$ cat src/prb_pkg.sv
// Constants, offsets and types of the port register bank
package prb_pkg;

  localparam int unsigned NUM_PORTS = 5;
  localparam int unsigned PORT_W    = 8;
  localparam int unsigned PAGE_W    = 4;

  // Port indices
  localparam int unsigned PA = 0;
  localparam int unsigned PB = 1;
  localparam int unsigned PC = 2;
  localparam int unsigned PD = 3;
  localparam int unsigned PE = 4;

  // Register offsets within the I/O select window, 8-bit mode
  localparam logic [7:0] OFS_A_IN    = 8'h00;
  localparam logic [7:0] OFS_B_IN    = 8'h01;
  localparam logic [7:0] OFS_A_MODE  = 8'h02;
  localparam logic [7:0] OFS_B_MODE  = 8'h03;
  localparam logic [7:0] OFS_A_OUT   = 8'h04;
  localparam logic [7:0] OFS_B_OUT   = 8'h05;
  localparam logic [7:0] OFS_A_DIR   = 8'h06;
  localparam logic [7:0] OFS_B_DIR   = 8'h07;
  localparam logic [7:0] OFS_A_OWN   = 8'h0a;
  localparam logic [7:0] OFS_B_OWN   = 8'h0b;
  localparam logic [7:0] OFS_A_CELL  = 8'h0c;
  localparam logic [7:0] OFS_B_CELL  = 8'h0d;
  localparam logic [7:0] OFS_C_IN    = 8'h10;
  localparam logic [7:0] OFS_D_IN    = 8'h11;
  localparam logic [7:0] OFS_C_MODE  = 8'h12;
  localparam logic [7:0] OFS_D_MODE  = 8'h13;
  localparam logic [7:0] OFS_C_OUT   = 8'h14;
  localparam logic [7:0] OFS_D_OUT   = 8'h15;
  localparam logic [7:0] OFS_C_DIR   = 8'h16;
  localparam logic [7:0] OFS_D_DIR   = 8'h17;
  localparam logic [7:0] OFS_C_DRV   = 8'h18;
  localparam logic [7:0] OFS_D_DRV   = 8'h19;
  localparam logic [7:0] OFS_E_IN    = 8'h20;
  localparam logic [7:0] OFS_E_MODE  = 8'h22;
  localparam logic [7:0] OFS_E_OUT   = 8'h24;
  localparam logic [7:0] OFS_E_DIR   = 8'h26;
  localparam logic [7:0] OFS_E_OWN   = 8'h2a;
  localparam logic [7:0] OFS_E_CELL  = 8'h2c;
  localparam logic [7:0] OFS_PSAVE0  = 8'hb0;
  localparam logic [7:0] OFS_PSAVE1  = 8'hb1;
  localparam logic [7:0] OFS_MEMCFG  = 8'hc0;
  localparam logic [7:0] OFS_PAGE    = 8'he0;

  // Memory configuration fields
  localparam int unsigned MEMCFG_SRAM_PROG_BIT = 0;
  localparam int unsigned MEMCFG_PERIPH_BIT    = 1;

  // Reset values and read value of unmapped offsets
  localparam logic [7:0]  REG_RESET  = 8'h00;
  localparam logic [3:0]  PAGE_RESET = 4'h0;
  localparam logic [7:0]  UNMAPPED   = 8'h00;

  // Timing
  localparam int unsigned CLK_PERIOD_NS          = 10;
  localparam int unsigned RESET_RELEASE_DELAY_NS = 100;
  localparam int unsigned RESET_RELEASE_CYCLES   =
    (RESET_RELEASE_DELAY_NS + CLK_PERIOD_NS - 1) / CLK_PERIOD_NS;
  localparam int unsigned RST_CNT_W = 12;

  typedef enum logic [2:0] {
    RST_HOLD  = 3'b001,
    RST_DELAY = 3'b010,
    RUNNING   = 3'b100
  } prb_rst_state_t;

endpackage

$ cat src/prb_port_bank.sv
// Port register bank with pin drive and reset sequencing
`timescale 1ns/1ns
module prb_port_bank #(
  parameter bit          HAS_PORT_E_CELLS = 1'b1,
  parameter int unsigned RELEASE_CYCLES   = prb_pkg::RESET_RELEASE_CYCLES
) (
  // Clock and reset
  input  wire logic                                         clock_i,
  input  wire logic                                         resetn_i,
  // Host register access
  input  wire logic                                         io_block_select_i,
  input  wire logic [7:0]                                   bus_addr_i,
  input  wire logic                                         bus_wr_i,
  input  wire logic                                         bus_rd_i,
  input  wire logic [7:0]                                   bus_wdata_i,
  input  wire logic                                         swap_mode_i,
  output logic      [7:0]                                   bus_rdata_o,
  // Mode
  input  wire logic                                         standby_i,
  // Pins
  input  wire logic [prb_pkg::NUM_PORTS-1:0][prb_pkg::PORT_W-1:0] pin_in_i,
  output logic      [prb_pkg::NUM_PORTS-1:0][prb_pkg::PORT_W-1:0] pin_out_o,
  output logic      [prb_pkg::NUM_PORTS-1:0][prb_pkg::PORT_W-1:0] pin_oe_n_o,
  // Programmable logic side
  input  wire logic [prb_pkg::NUM_PORTS-1:0][prb_pkg::PORT_W-1:0] logic_owned_i,
  input  wire logic [prb_pkg::NUM_PORTS-1:0][prb_pkg::PORT_W-1:0] logic_out_i,
  input  wire logic [prb_pkg::NUM_PORTS-1:0][prb_pkg::PORT_W-1:0] logic_oe_i,
  input  wire logic [prb_pkg::NUM_PORTS-1:0][prb_pkg::PORT_W-1:0] addr_out_i,
  input  wire logic [prb_pkg::PORT_W-1:0]                   cell_out_a_i,
  input  wire logic [prb_pkg::PORT_W-1:0]                   cell_out_b_i,
  input  wire logic [prb_pkg::PORT_W-1:0]                   cell_out_e_i,
  // Peripheral I/O on port A
  input  wire logic [prb_pkg::PORT_W-1:0]                   periph_out_i,
  input  wire logic                                         periph_drive_i,
  // Macrocell clearing
  input  wire logic                                         cell_clear_term_i,
  input  wire logic                                         cell_clear_input_i,
  input  wire logic                                         cell_clear_enable_i,
  output logic                                              cell_clear_o,
  // Configuration outputs
  output logic      [prb_pkg::PAGE_W-1:0]                   page_o,
  output logic      [7:0]                                   power_saving_control_low_o,
  output logic      [7:0]                                   power_saving_control_high_o,
  output logic      [7:0]                                   memory_space_config_o,
  output logic                                              sram_as_program_o,
  output logic                                              in_reset_o
);

  typedef logic [prb_pkg::NUM_PORTS-1:0][prb_pkg::PORT_W-1:0] prb_ports_t;

  typedef struct packed {
    prb_pkg::prb_rst_state_t              rst;
    logic [prb_pkg::RST_CNT_W-1:0]        cnt;
    prb_ports_t                           sync1;
    prb_ports_t                           sync2;
    logic                                 stby1;
    logic                                 stby2;
    prb_ports_t                           mode;
    prb_ports_t                           dout;
    prb_ports_t                           dir;
    logic [1:0][prb_pkg::PORT_W-1:0]      drv;
    logic [prb_pkg::PAGE_W-1:0]           page;
    logic [7:0]                           psave0;
    logic [7:0]                           psave1;
    logic [7:0]                           memcfg;
    logic [7:0]                           rdata;
    prb_ports_t                           pout;
    prb_ports_t                           poen;
    logic                                 clr;
  } prb_state_t;

  prb_state_t state_ff;
  prb_state_t nxt_state;

  // Drive of one pin: returns {value, output enable low}
  function automatic logic [1:0] drive_bit(
    input logic rst,
    input logic stby,
    input logic own,
    input logic lo,
    input logic loe,
    input logic periph,
    input logic pdat,
    input logic pdrv,
    input logic mode,
    input logic dir,
    input logic dout,
    input logic od,
    input logic addr
  );
    logic val;
    logic oen;
    val = 1'b0;
    oen = 1'b1;
    if (own) begin
      val = lo;
      oen = ~loe;
    end else if (rst) begin
      oen = 1'b1;
    end else if (periph) begin
      val = pdat;
      oen = ~(pdrv & ~stby);
    end else if (mode) begin
      val = od ? 1'b0 : dout;
      oen = ~(dir & ~(od & dout));
    end else begin
      val = addr;
      oen = stby;
    end
    return {val, oen};
  endfunction

  logic [7:0] eff_addr;
  logic       in_reset;
  logic       acc_wr;
  logic       acc_rd;

  assign eff_addr = bus_addr_i ^ {7'h00, swap_mode_i};
  assign in_reset = (state_ff.rst != prb_pkg::RUNNING);
  assign acc_wr   = io_block_select_i & bus_wr_i;
  assign acc_rd   = io_block_select_i & bus_rd_i;

  always_comb begin
    logic [1:0] d;
    d         = 2'b00;
    nxt_state = state_ff;

    // Pin and standby synchronisers
    nxt_state.sync1 = pin_in_i;
    nxt_state.sync2 = state_ff.sync1;
    nxt_state.stby1 = standby_i;
    nxt_state.stby2 = state_ff.stby1;

    // Reset release sequence
    case (state_ff.rst)
      prb_pkg::RST_HOLD: begin
        nxt_state.rst = prb_pkg::RST_DELAY;
        nxt_state.cnt = '0;
      end
      prb_pkg::RST_DELAY: begin
        if (state_ff.cnt >= prb_pkg::RST_CNT_W'(RELEASE_CYCLES - 1)) begin
          nxt_state.rst = prb_pkg::RUNNING;
        end else begin
          nxt_state.cnt = state_ff.cnt + 1'b1;
        end
      end
      prb_pkg::RUNNING: begin
        nxt_state.cnt = '0;
      end
      default: begin
        nxt_state.rst = prb_pkg::RST_HOLD;
      end
    endcase

    // Register writes, accepted once out of reset
    if (acc_wr && !in_reset) begin
      case (eff_addr)
        prb_pkg::OFS_A_MODE: nxt_state.mode[prb_pkg::PA] = bus_wdata_i;
        prb_pkg::OFS_B_MODE: nxt_state.mode[prb_pkg::PB] = bus_wdata_i;
        prb_pkg::OFS_C_MODE: nxt_state.mode[prb_pkg::PC] = bus_wdata_i;
        prb_pkg::OFS_D_MODE: nxt_state.mode[prb_pkg::PD] = bus_wdata_i;
        prb_pkg::OFS_E_MODE: nxt_state.mode[prb_pkg::PE] = bus_wdata_i;
        prb_pkg::OFS_A_OUT:  nxt_state.dout[prb_pkg::PA] = bus_wdata_i;
        prb_pkg::OFS_B_OUT:  nxt_state.dout[prb_pkg::PB] = bus_wdata_i;
        prb_pkg::OFS_C_OUT:  nxt_state.dout[prb_pkg::PC] = bus_wdata_i;
        prb_pkg::OFS_D_OUT:  nxt_state.dout[prb_pkg::PD] = bus_wdata_i;
        prb_pkg::OFS_E_OUT:  nxt_state.dout[prb_pkg::PE] = bus_wdata_i;
        prb_pkg::OFS_A_DIR:  nxt_state.dir[prb_pkg::PA]  = bus_wdata_i;
        prb_pkg::OFS_B_DIR:  nxt_state.dir[prb_pkg::PB]  = bus_wdata_i;
        prb_pkg::OFS_C_DIR:  nxt_state.dir[prb_pkg::PC]  = bus_wdata_i;
        prb_pkg::OFS_D_DIR:  nxt_state.dir[prb_pkg::PD]  = bus_wdata_i;
        prb_pkg::OFS_E_DIR:  nxt_state.dir[prb_pkg::PE]  = bus_wdata_i;
        prb_pkg::OFS_C_DRV:  nxt_state.drv[0]            = bus_wdata_i;
        prb_pkg::OFS_D_DRV:  nxt_state.drv[1]            = bus_wdata_i;
        prb_pkg::OFS_PSAVE0: nxt_state.psave0            = bus_wdata_i;
        prb_pkg::OFS_PSAVE1: nxt_state.psave1            = bus_wdata_i;
        prb_pkg::OFS_MEMCFG: nxt_state.memcfg            = bus_wdata_i;
        prb_pkg::OFS_PAGE:   nxt_state.page = bus_wdata_i[prb_pkg::PAGE_W-1:0];
        default: begin
        end
      endcase
    end

    // Register reads, answered even during reset
    if (acc_rd) begin
      case (eff_addr)
        prb_pkg::OFS_A_IN:   nxt_state.rdata = state_ff.sync2[prb_pkg::PA];
        prb_pkg::OFS_B_IN:   nxt_state.rdata = state_ff.sync2[prb_pkg::PB];
        prb_pkg::OFS_C_IN:   nxt_state.rdata = state_ff.sync2[prb_pkg::PC];
        prb_pkg::OFS_D_IN:   nxt_state.rdata = state_ff.sync2[prb_pkg::PD];
        prb_pkg::OFS_E_IN:   nxt_state.rdata = state_ff.sync2[prb_pkg::PE];
        prb_pkg::OFS_A_MODE: nxt_state.rdata = state_ff.mode[prb_pkg::PA];
        prb_pkg::OFS_B_MODE: nxt_state.rdata = state_ff.mode[prb_pkg::PB];
        prb_pkg::OFS_C_MODE: nxt_state.rdata = state_ff.mode[prb_pkg::PC];
        prb_pkg::OFS_D_MODE: nxt_state.rdata = state_ff.mode[prb_pkg::PD];
        prb_pkg::OFS_E_MODE: nxt_state.rdata = state_ff.mode[prb_pkg::PE];
        prb_pkg::OFS_A_OUT:  nxt_state.rdata = state_ff.dout[prb_pkg::PA];
        prb_pkg::OFS_B_OUT:  nxt_state.rdata = state_ff.dout[prb_pkg::PB];
        prb_pkg::OFS_C_OUT:  nxt_state.rdata = state_ff.dout[prb_pkg::PC];
        prb_pkg::OFS_D_OUT:  nxt_state.rdata = state_ff.dout[prb_pkg::PD];
        prb_pkg::OFS_E_OUT:  nxt_state.rdata = state_ff.dout[prb_pkg::PE];
        prb_pkg::OFS_A_DIR:  nxt_state.rdata = state_ff.dir[prb_pkg::PA];
        prb_pkg::OFS_B_DIR:  nxt_state.rdata = state_ff.dir[prb_pkg::PB];
        prb_pkg::OFS_C_DIR:  nxt_state.rdata = state_ff.dir[prb_pkg::PC];
        prb_pkg::OFS_D_DIR:  nxt_state.rdata = state_ff.dir[prb_pkg::PD];
        prb_pkg::OFS_E_DIR:  nxt_state.rdata = state_ff.dir[prb_pkg::PE];
        prb_pkg::OFS_C_DRV:  nxt_state.rdata = state_ff.drv[0];
        prb_pkg::OFS_D_DRV:  nxt_state.rdata = state_ff.drv[1];
        prb_pkg::OFS_A_OWN:  nxt_state.rdata = logic_owned_i[prb_pkg::PA];
        prb_pkg::OFS_B_OWN:  nxt_state.rdata = logic_owned_i[prb_pkg::PB];
        prb_pkg::OFS_E_OWN:  nxt_state.rdata = logic_owned_i[prb_pkg::PE];
        prb_pkg::OFS_A_CELL: nxt_state.rdata = cell_out_a_i;
        prb_pkg::OFS_B_CELL: nxt_state.rdata = cell_out_b_i;
        prb_pkg::OFS_E_CELL: nxt_state.rdata = HAS_PORT_E_CELLS ? cell_out_e_i : prb_pkg::UNMAPPED;
        prb_pkg::OFS_PSAVE0: nxt_state.rdata = state_ff.psave0;
        prb_pkg::OFS_PSAVE1: nxt_state.rdata = state_ff.psave1;
        prb_pkg::OFS_MEMCFG: nxt_state.rdata = state_ff.memcfg;
        prb_pkg::OFS_PAGE:   nxt_state.rdata = {4'h0, state_ff.page};
        default:             nxt_state.rdata = prb_pkg::UNMAPPED;
      endcase
    end

    // Pin drive per bit
    for (int p = 0; p < prb_pkg::NUM_PORTS; p++) begin
      for (int b = 0; b < prb_pkg::PORT_W; b++) begin
        d = drive_bit(
          in_reset,
          state_ff.stby2,
          logic_owned_i[p][b],
          logic_out_i[p][b],
          logic_oe_i[p][b],
          (p == prb_pkg::PA) && state_ff.memcfg[prb_pkg::MEMCFG_PERIPH_BIT],
          periph_out_i[b],
          periph_drive_i,
          state_ff.mode[p][b],
          state_ff.dir[p][b],
          state_ff.dout[p][b],
          (p == prb_pkg::PC) ? state_ff.drv[0][b] :
            ((p == prb_pkg::PD) ? state_ff.drv[1][b] : 1'b0),
          addr_out_i[p][b]
        );
        nxt_state.pout[p][b] = d[1];
        nxt_state.poen[p][b] = d[0];
      end
    end

    // Macrocell flop clear
    nxt_state.clr = cell_clear_term_i | (cell_clear_enable_i & cell_clear_input_i);
  end

  always_ff @(posedge clock_i) begin
    if (!resetn_i) begin
      state_ff.rst    <= prb_pkg::RST_HOLD;
      state_ff.cnt    <= '0;
      state_ff.sync1  <= '0;
      state_ff.sync2  <= '0;
      state_ff.stby1  <= 1'b0;
      state_ff.stby2  <= 1'b0;
      state_ff.mode   <= {prb_pkg::NUM_PORTS{prb_pkg::REG_RESET}};
      state_ff.dout   <= {prb_pkg::NUM_PORTS{prb_pkg::REG_RESET}};
      state_ff.dir    <= {prb_pkg::NUM_PORTS{prb_pkg::REG_RESET}};
      state_ff.drv    <= {2{prb_pkg::REG_RESET}};
      state_ff.page   <= prb_pkg::PAGE_RESET;
      state_ff.psave0 <= prb_pkg::REG_RESET;
      state_ff.psave1 <= prb_pkg::REG_RESET;
      state_ff.memcfg <= prb_pkg::REG_RESET;
      state_ff.rdata  <= prb_pkg::REG_RESET;
      state_ff.pout   <= '0;
      state_ff.poen   <= '1;
      state_ff.clr    <= 1'b0;
    end else begin
      state_ff <= nxt_state;
    end
  end

  assign bus_rdata_o                 = state_ff.rdata;
  assign pin_out_o                   = state_ff.pout;
  assign pin_oe_n_o                  = state_ff.poen;
  assign cell_clear_o                = state_ff.clr;
  assign page_o                      = state_ff.page;
  assign power_saving_control_low_o  = state_ff.psave0;
  assign power_saving_control_high_o = state_ff.psave1;
  assign memory_space_config_o       = state_ff.memcfg;
  assign sram_as_program_o           = state_ff.memcfg[prb_pkg::MEMCFG_SRAM_PROG_BIT];
  assign in_reset_o                  = in_reset;

endmodule

$ cat config.mk
export PLATFORM = sky130hd
export DESIGN_NAME = prb_port_bank
export DESIGN_NICKNAME = d
export VERILOG_FILES = /design/src/prb_pkg.sv /design/src/prb_port_bank.sv
export SDC_FILE = /design/constraint.sdc
export NUM_CORES = 1
export LEC_CHECK = 0
export ABC_AREA = 1
export CAP_MARGIN = 20
export CORE_MARGIN = 1.5
export CORE_UTILIZATION = 40
export DETAILED_ROUTE_END_ITERATION = 6
export DONT_BUFFER_PORTS = 1
export HOLD_SLACK_MARGIN = 0.03
export SLEW_MARGIN = 10
export SYNTH_ARGS = -nofsm -noshare
export SYNTH_HDL_FRONTEND = slang
export SYNTH_SLANG_ARGS = --single-unit
$ cat constraint.sdc
create_clock -name clock_i -period 2.2 [get_ports clock_i]
set_input_delay 0.33 -clock clock_i [delete_from_list [all_inputs] [get_ports clock_i]]
set_output_delay 0.33 -clock clock_i [all_outputs]
set_load 0.005 [all_outputs]
==> flow_summary.yaml <==
status:
  status: "finished clean"
global_routing:
  antenna_found_initial: 11
  grt_pass1_wl_um: 100000
  grt_max_degree: 321
  grt_pass1_vias: 15800
  grt_overflow: 0
  grtUsageTotal: 0.309
logic_synthesis:
  synthesis.area_per_instance_um2: 7.18
  postSynthCellCount: 2336
  synth_top_cell_area_share: 0.418
  yosysTopAreaCell: "dfxtp_1"
  ys_top_cells_by_area: "dfxtp_1 42%, nand2_1 9.0%, o21ai_0 8.0%"
  ys_seq_area_frac: 0.418
  yosys_warnings: 0
  syn_area_mm2: 0.0168
  synth_nets: 2598
  ys_ff_latch: 350
  netlist-cell-type-count: 31
worst_setup_path:
  crit_family: "buffers and inverters"
  slowest_delay_ns: 0.59
  crit_path_cell_trace: "nor3_4 -> buf_6 -> bufbuf_16 -> o211ai_1 -> a21oi_1 -> dlygate4sd3_1"
  required_ns: 2.70
  cp-end-kind: "register"
  cp_num_buf_inv: 3
  arrival_ns: 2.59
  startpoint_type: "register"
  crit_type: "reg -> reg"
  crit_fanout: 29
  cp_slowest_cell: "dlygate4sd3_1"
clock_network:
  cts_sinks: 350
  clockRootBuffer: "clkbuf_16"
  ctsHtreeMaxLevel: 2
  path_clk_slew_ns: 0.06
  numCtsBuffers: 40
  clockBufferDepth: 3
  cts_tree: "yes"
  insertion_delay_ns: 0.56
routing:
  drt_iter0_drc: 1640
  firstDrtPassIters: 5
  ant_nets: 0
  drc: 0
  vias: 16600
  wire_per_inst_um: 23.0
  avgViaCountPerCell: 5.48
  routed_wl_um: 69900
hold_path:
  hp-class: "in -> reg"
pwr:
  p_leak_nw: 8.64
  seq_power_share: 0.449
  peakVddDrop_uv: 547
  swShare: 0.241
  p_switching_w: 0.00354
  p_comb_frac: 0.087
  p_int_w: 0.0111
  power_density_mw_per_mm2: 706
  p_clk_frac: 0.464
  power_w: 0.0147
die:
  die-area_mm2: 0.0432
  start_util: 0.408
  io_pins: 378
  rows: 74
  fp.dieH_um: 208
  die_x_um: 208
  core-area_mm2: 0.0411
finish:
  layout.cells.non_filler: 3038
  nets: 2731
  final_layout_size_suffix_gt1_frac: 0.0733
  area_delta_synth_final_pct: 23.7
  final_core_util: 0.505
  design_area_mm2: 0.0208
run:
  max_cap_viol_count: 0
placement:
  place_hpwl_um: 46900
  place_inst: 2659
  place.gp.congestion: 1.02
  place_area_mm2: 0.0163
  portBuffers: 0
timing:
  setup_violations: 0
  max_freq_mhz: 478
  finalClockSkew_ns: 0.0138
  hold_violations: 0
  drv_slew: 0
  tightest_slew_ns: 1.23
  relSlewSlack: 0.175
  period_needed_ns: 2.09
  fin_crit_sh: 0.950
-- sequential cells by signal, summed over array words and instances (netlist names) --
signal and cells:
bus_rdata_o 8, pin_oe_n_o 40, memory_space_config_o 8, cell_clear_o 1, nxt_state 41, power_saving_control_low_o 8
power_saving_control_high_o 8, state_ff 192, page_o 4, pin_out_o 40
-- Yosys cell counts (all sizes together) --
master,n
inv,302
nor2,174
a21oi,226
ha,3
xor2,1
o21ai,275
a211oi,2
clkinv,1
nor3,12
o211ai,74
dfxtp,350
clkbuf,65
nand2,405
nand3,169
nand4,79
o31ai,16
or2,1
buf,181
-- power by group through the flow --
stage	sequential [W]	clock, W	combinational (W)
after global routing	0.00660	0.00712	0.00137
after floorplan	0.00669	0	0.000728
final	0.00659	0.00680	0.00127
after detailed placement	0.00673	0	0.000693
after global placement	0.00672	0	0.000674
after CTS	0.00659	0.00687	0.00116
-- kinds of logic after synthesis --
logic type | share of synthesized area
fa+ha+maj | 0.00224
xor+xnor | 0.000522
compound gates | 0.191
simple gates | 0.230
flops | 0.418
buf+inv | 0.159
-- stage by stage --
step	setup WS (ns)	hold slack [ns]	TNS [ns]
2_1_floorplan	0.574	0.390	0
3_3_place_gp	0.218	0.400	0
3_5_place_dp	0.198	0.398	0
4_1_cts	0.0107	-0.101	0
5_1_grt	-0.0163	0.0389	-0.0163
6_report	0.110	0.0296	0
-- cells in the final DEF (no fill, tap or decap), drive strengths merged, types with 2 or more instances in the layout --
cell         count
dfxtp          350
nor3            12
buf             53
ha               3
clkinvlp         6
diode            8
nand4           79
clkbuf          54
nor2           174
a211oi           2
inv            303
nand3          169
a21oi          226
o31ai           16
dlygate4sd3    281
nand2          405
bufinv           4
clkinv           9
o211ai          74
o21ai          275
-- per-layer routing --
| layer | GRT usage | vias up | wire length (µm) |
|---|---|---|---|
| met5 | 0 | - | 27 |
| met4 | 0.125 | 4 | 2440 |
| met3 | 0.0725 | 138 | 6240 |
| met2 | 0.518 | 801 | 33000 |
| met1 | 0.380 | 7861 | 28200 |
| li1 | - | 7842 | - |
-- what timing repair did --
| action | 4_1_cts | 5_1_grt |
|---|---|---|
| gates resized for setup | 0 | 15 |
| hold endpoints to repair | 330 | 84 |
| cloned | 2 | 2 |
| endpoints found under the setup margin | 1 | 83 |
| hold buffers | 282 | 6 |
| buffers inserted | 2 | 9 |
| pin swaps | 1 | 3 |
-- cell type report --
cell class / instances / area, µm²
fillers: 3902 / 20300
multi-input cells: 1437 / 7130
flip-flops and latches: 350 / 7010
repair buffers: 335 / 3470
inverters: 303 / 1140
clock buffers: 54 / 1110
well taps: 532 / 666
clock inverters: 17 / 200
diodes: 8 / 20.0
repair inverters: 2 / 15.0
-- path summary, 6_finish.rpt --
check / from / endpoint / slack (ns) / cells past startpoint
worst max-delay path: state_ff[347] / pin_out_o[36] / 0.11 / 6
worst min-delay path: logic_owned_i[1] / pin_oe_n_o[1] / 0.03 / 2
worst max register to register: state_ff[347] / pin_out_o[36] / 0.11 / 6
worst min register to register: state_ff[341] / state_ff[341] / 0.44 / 2
Note: power is estimated with default switching activity, not from simulation.
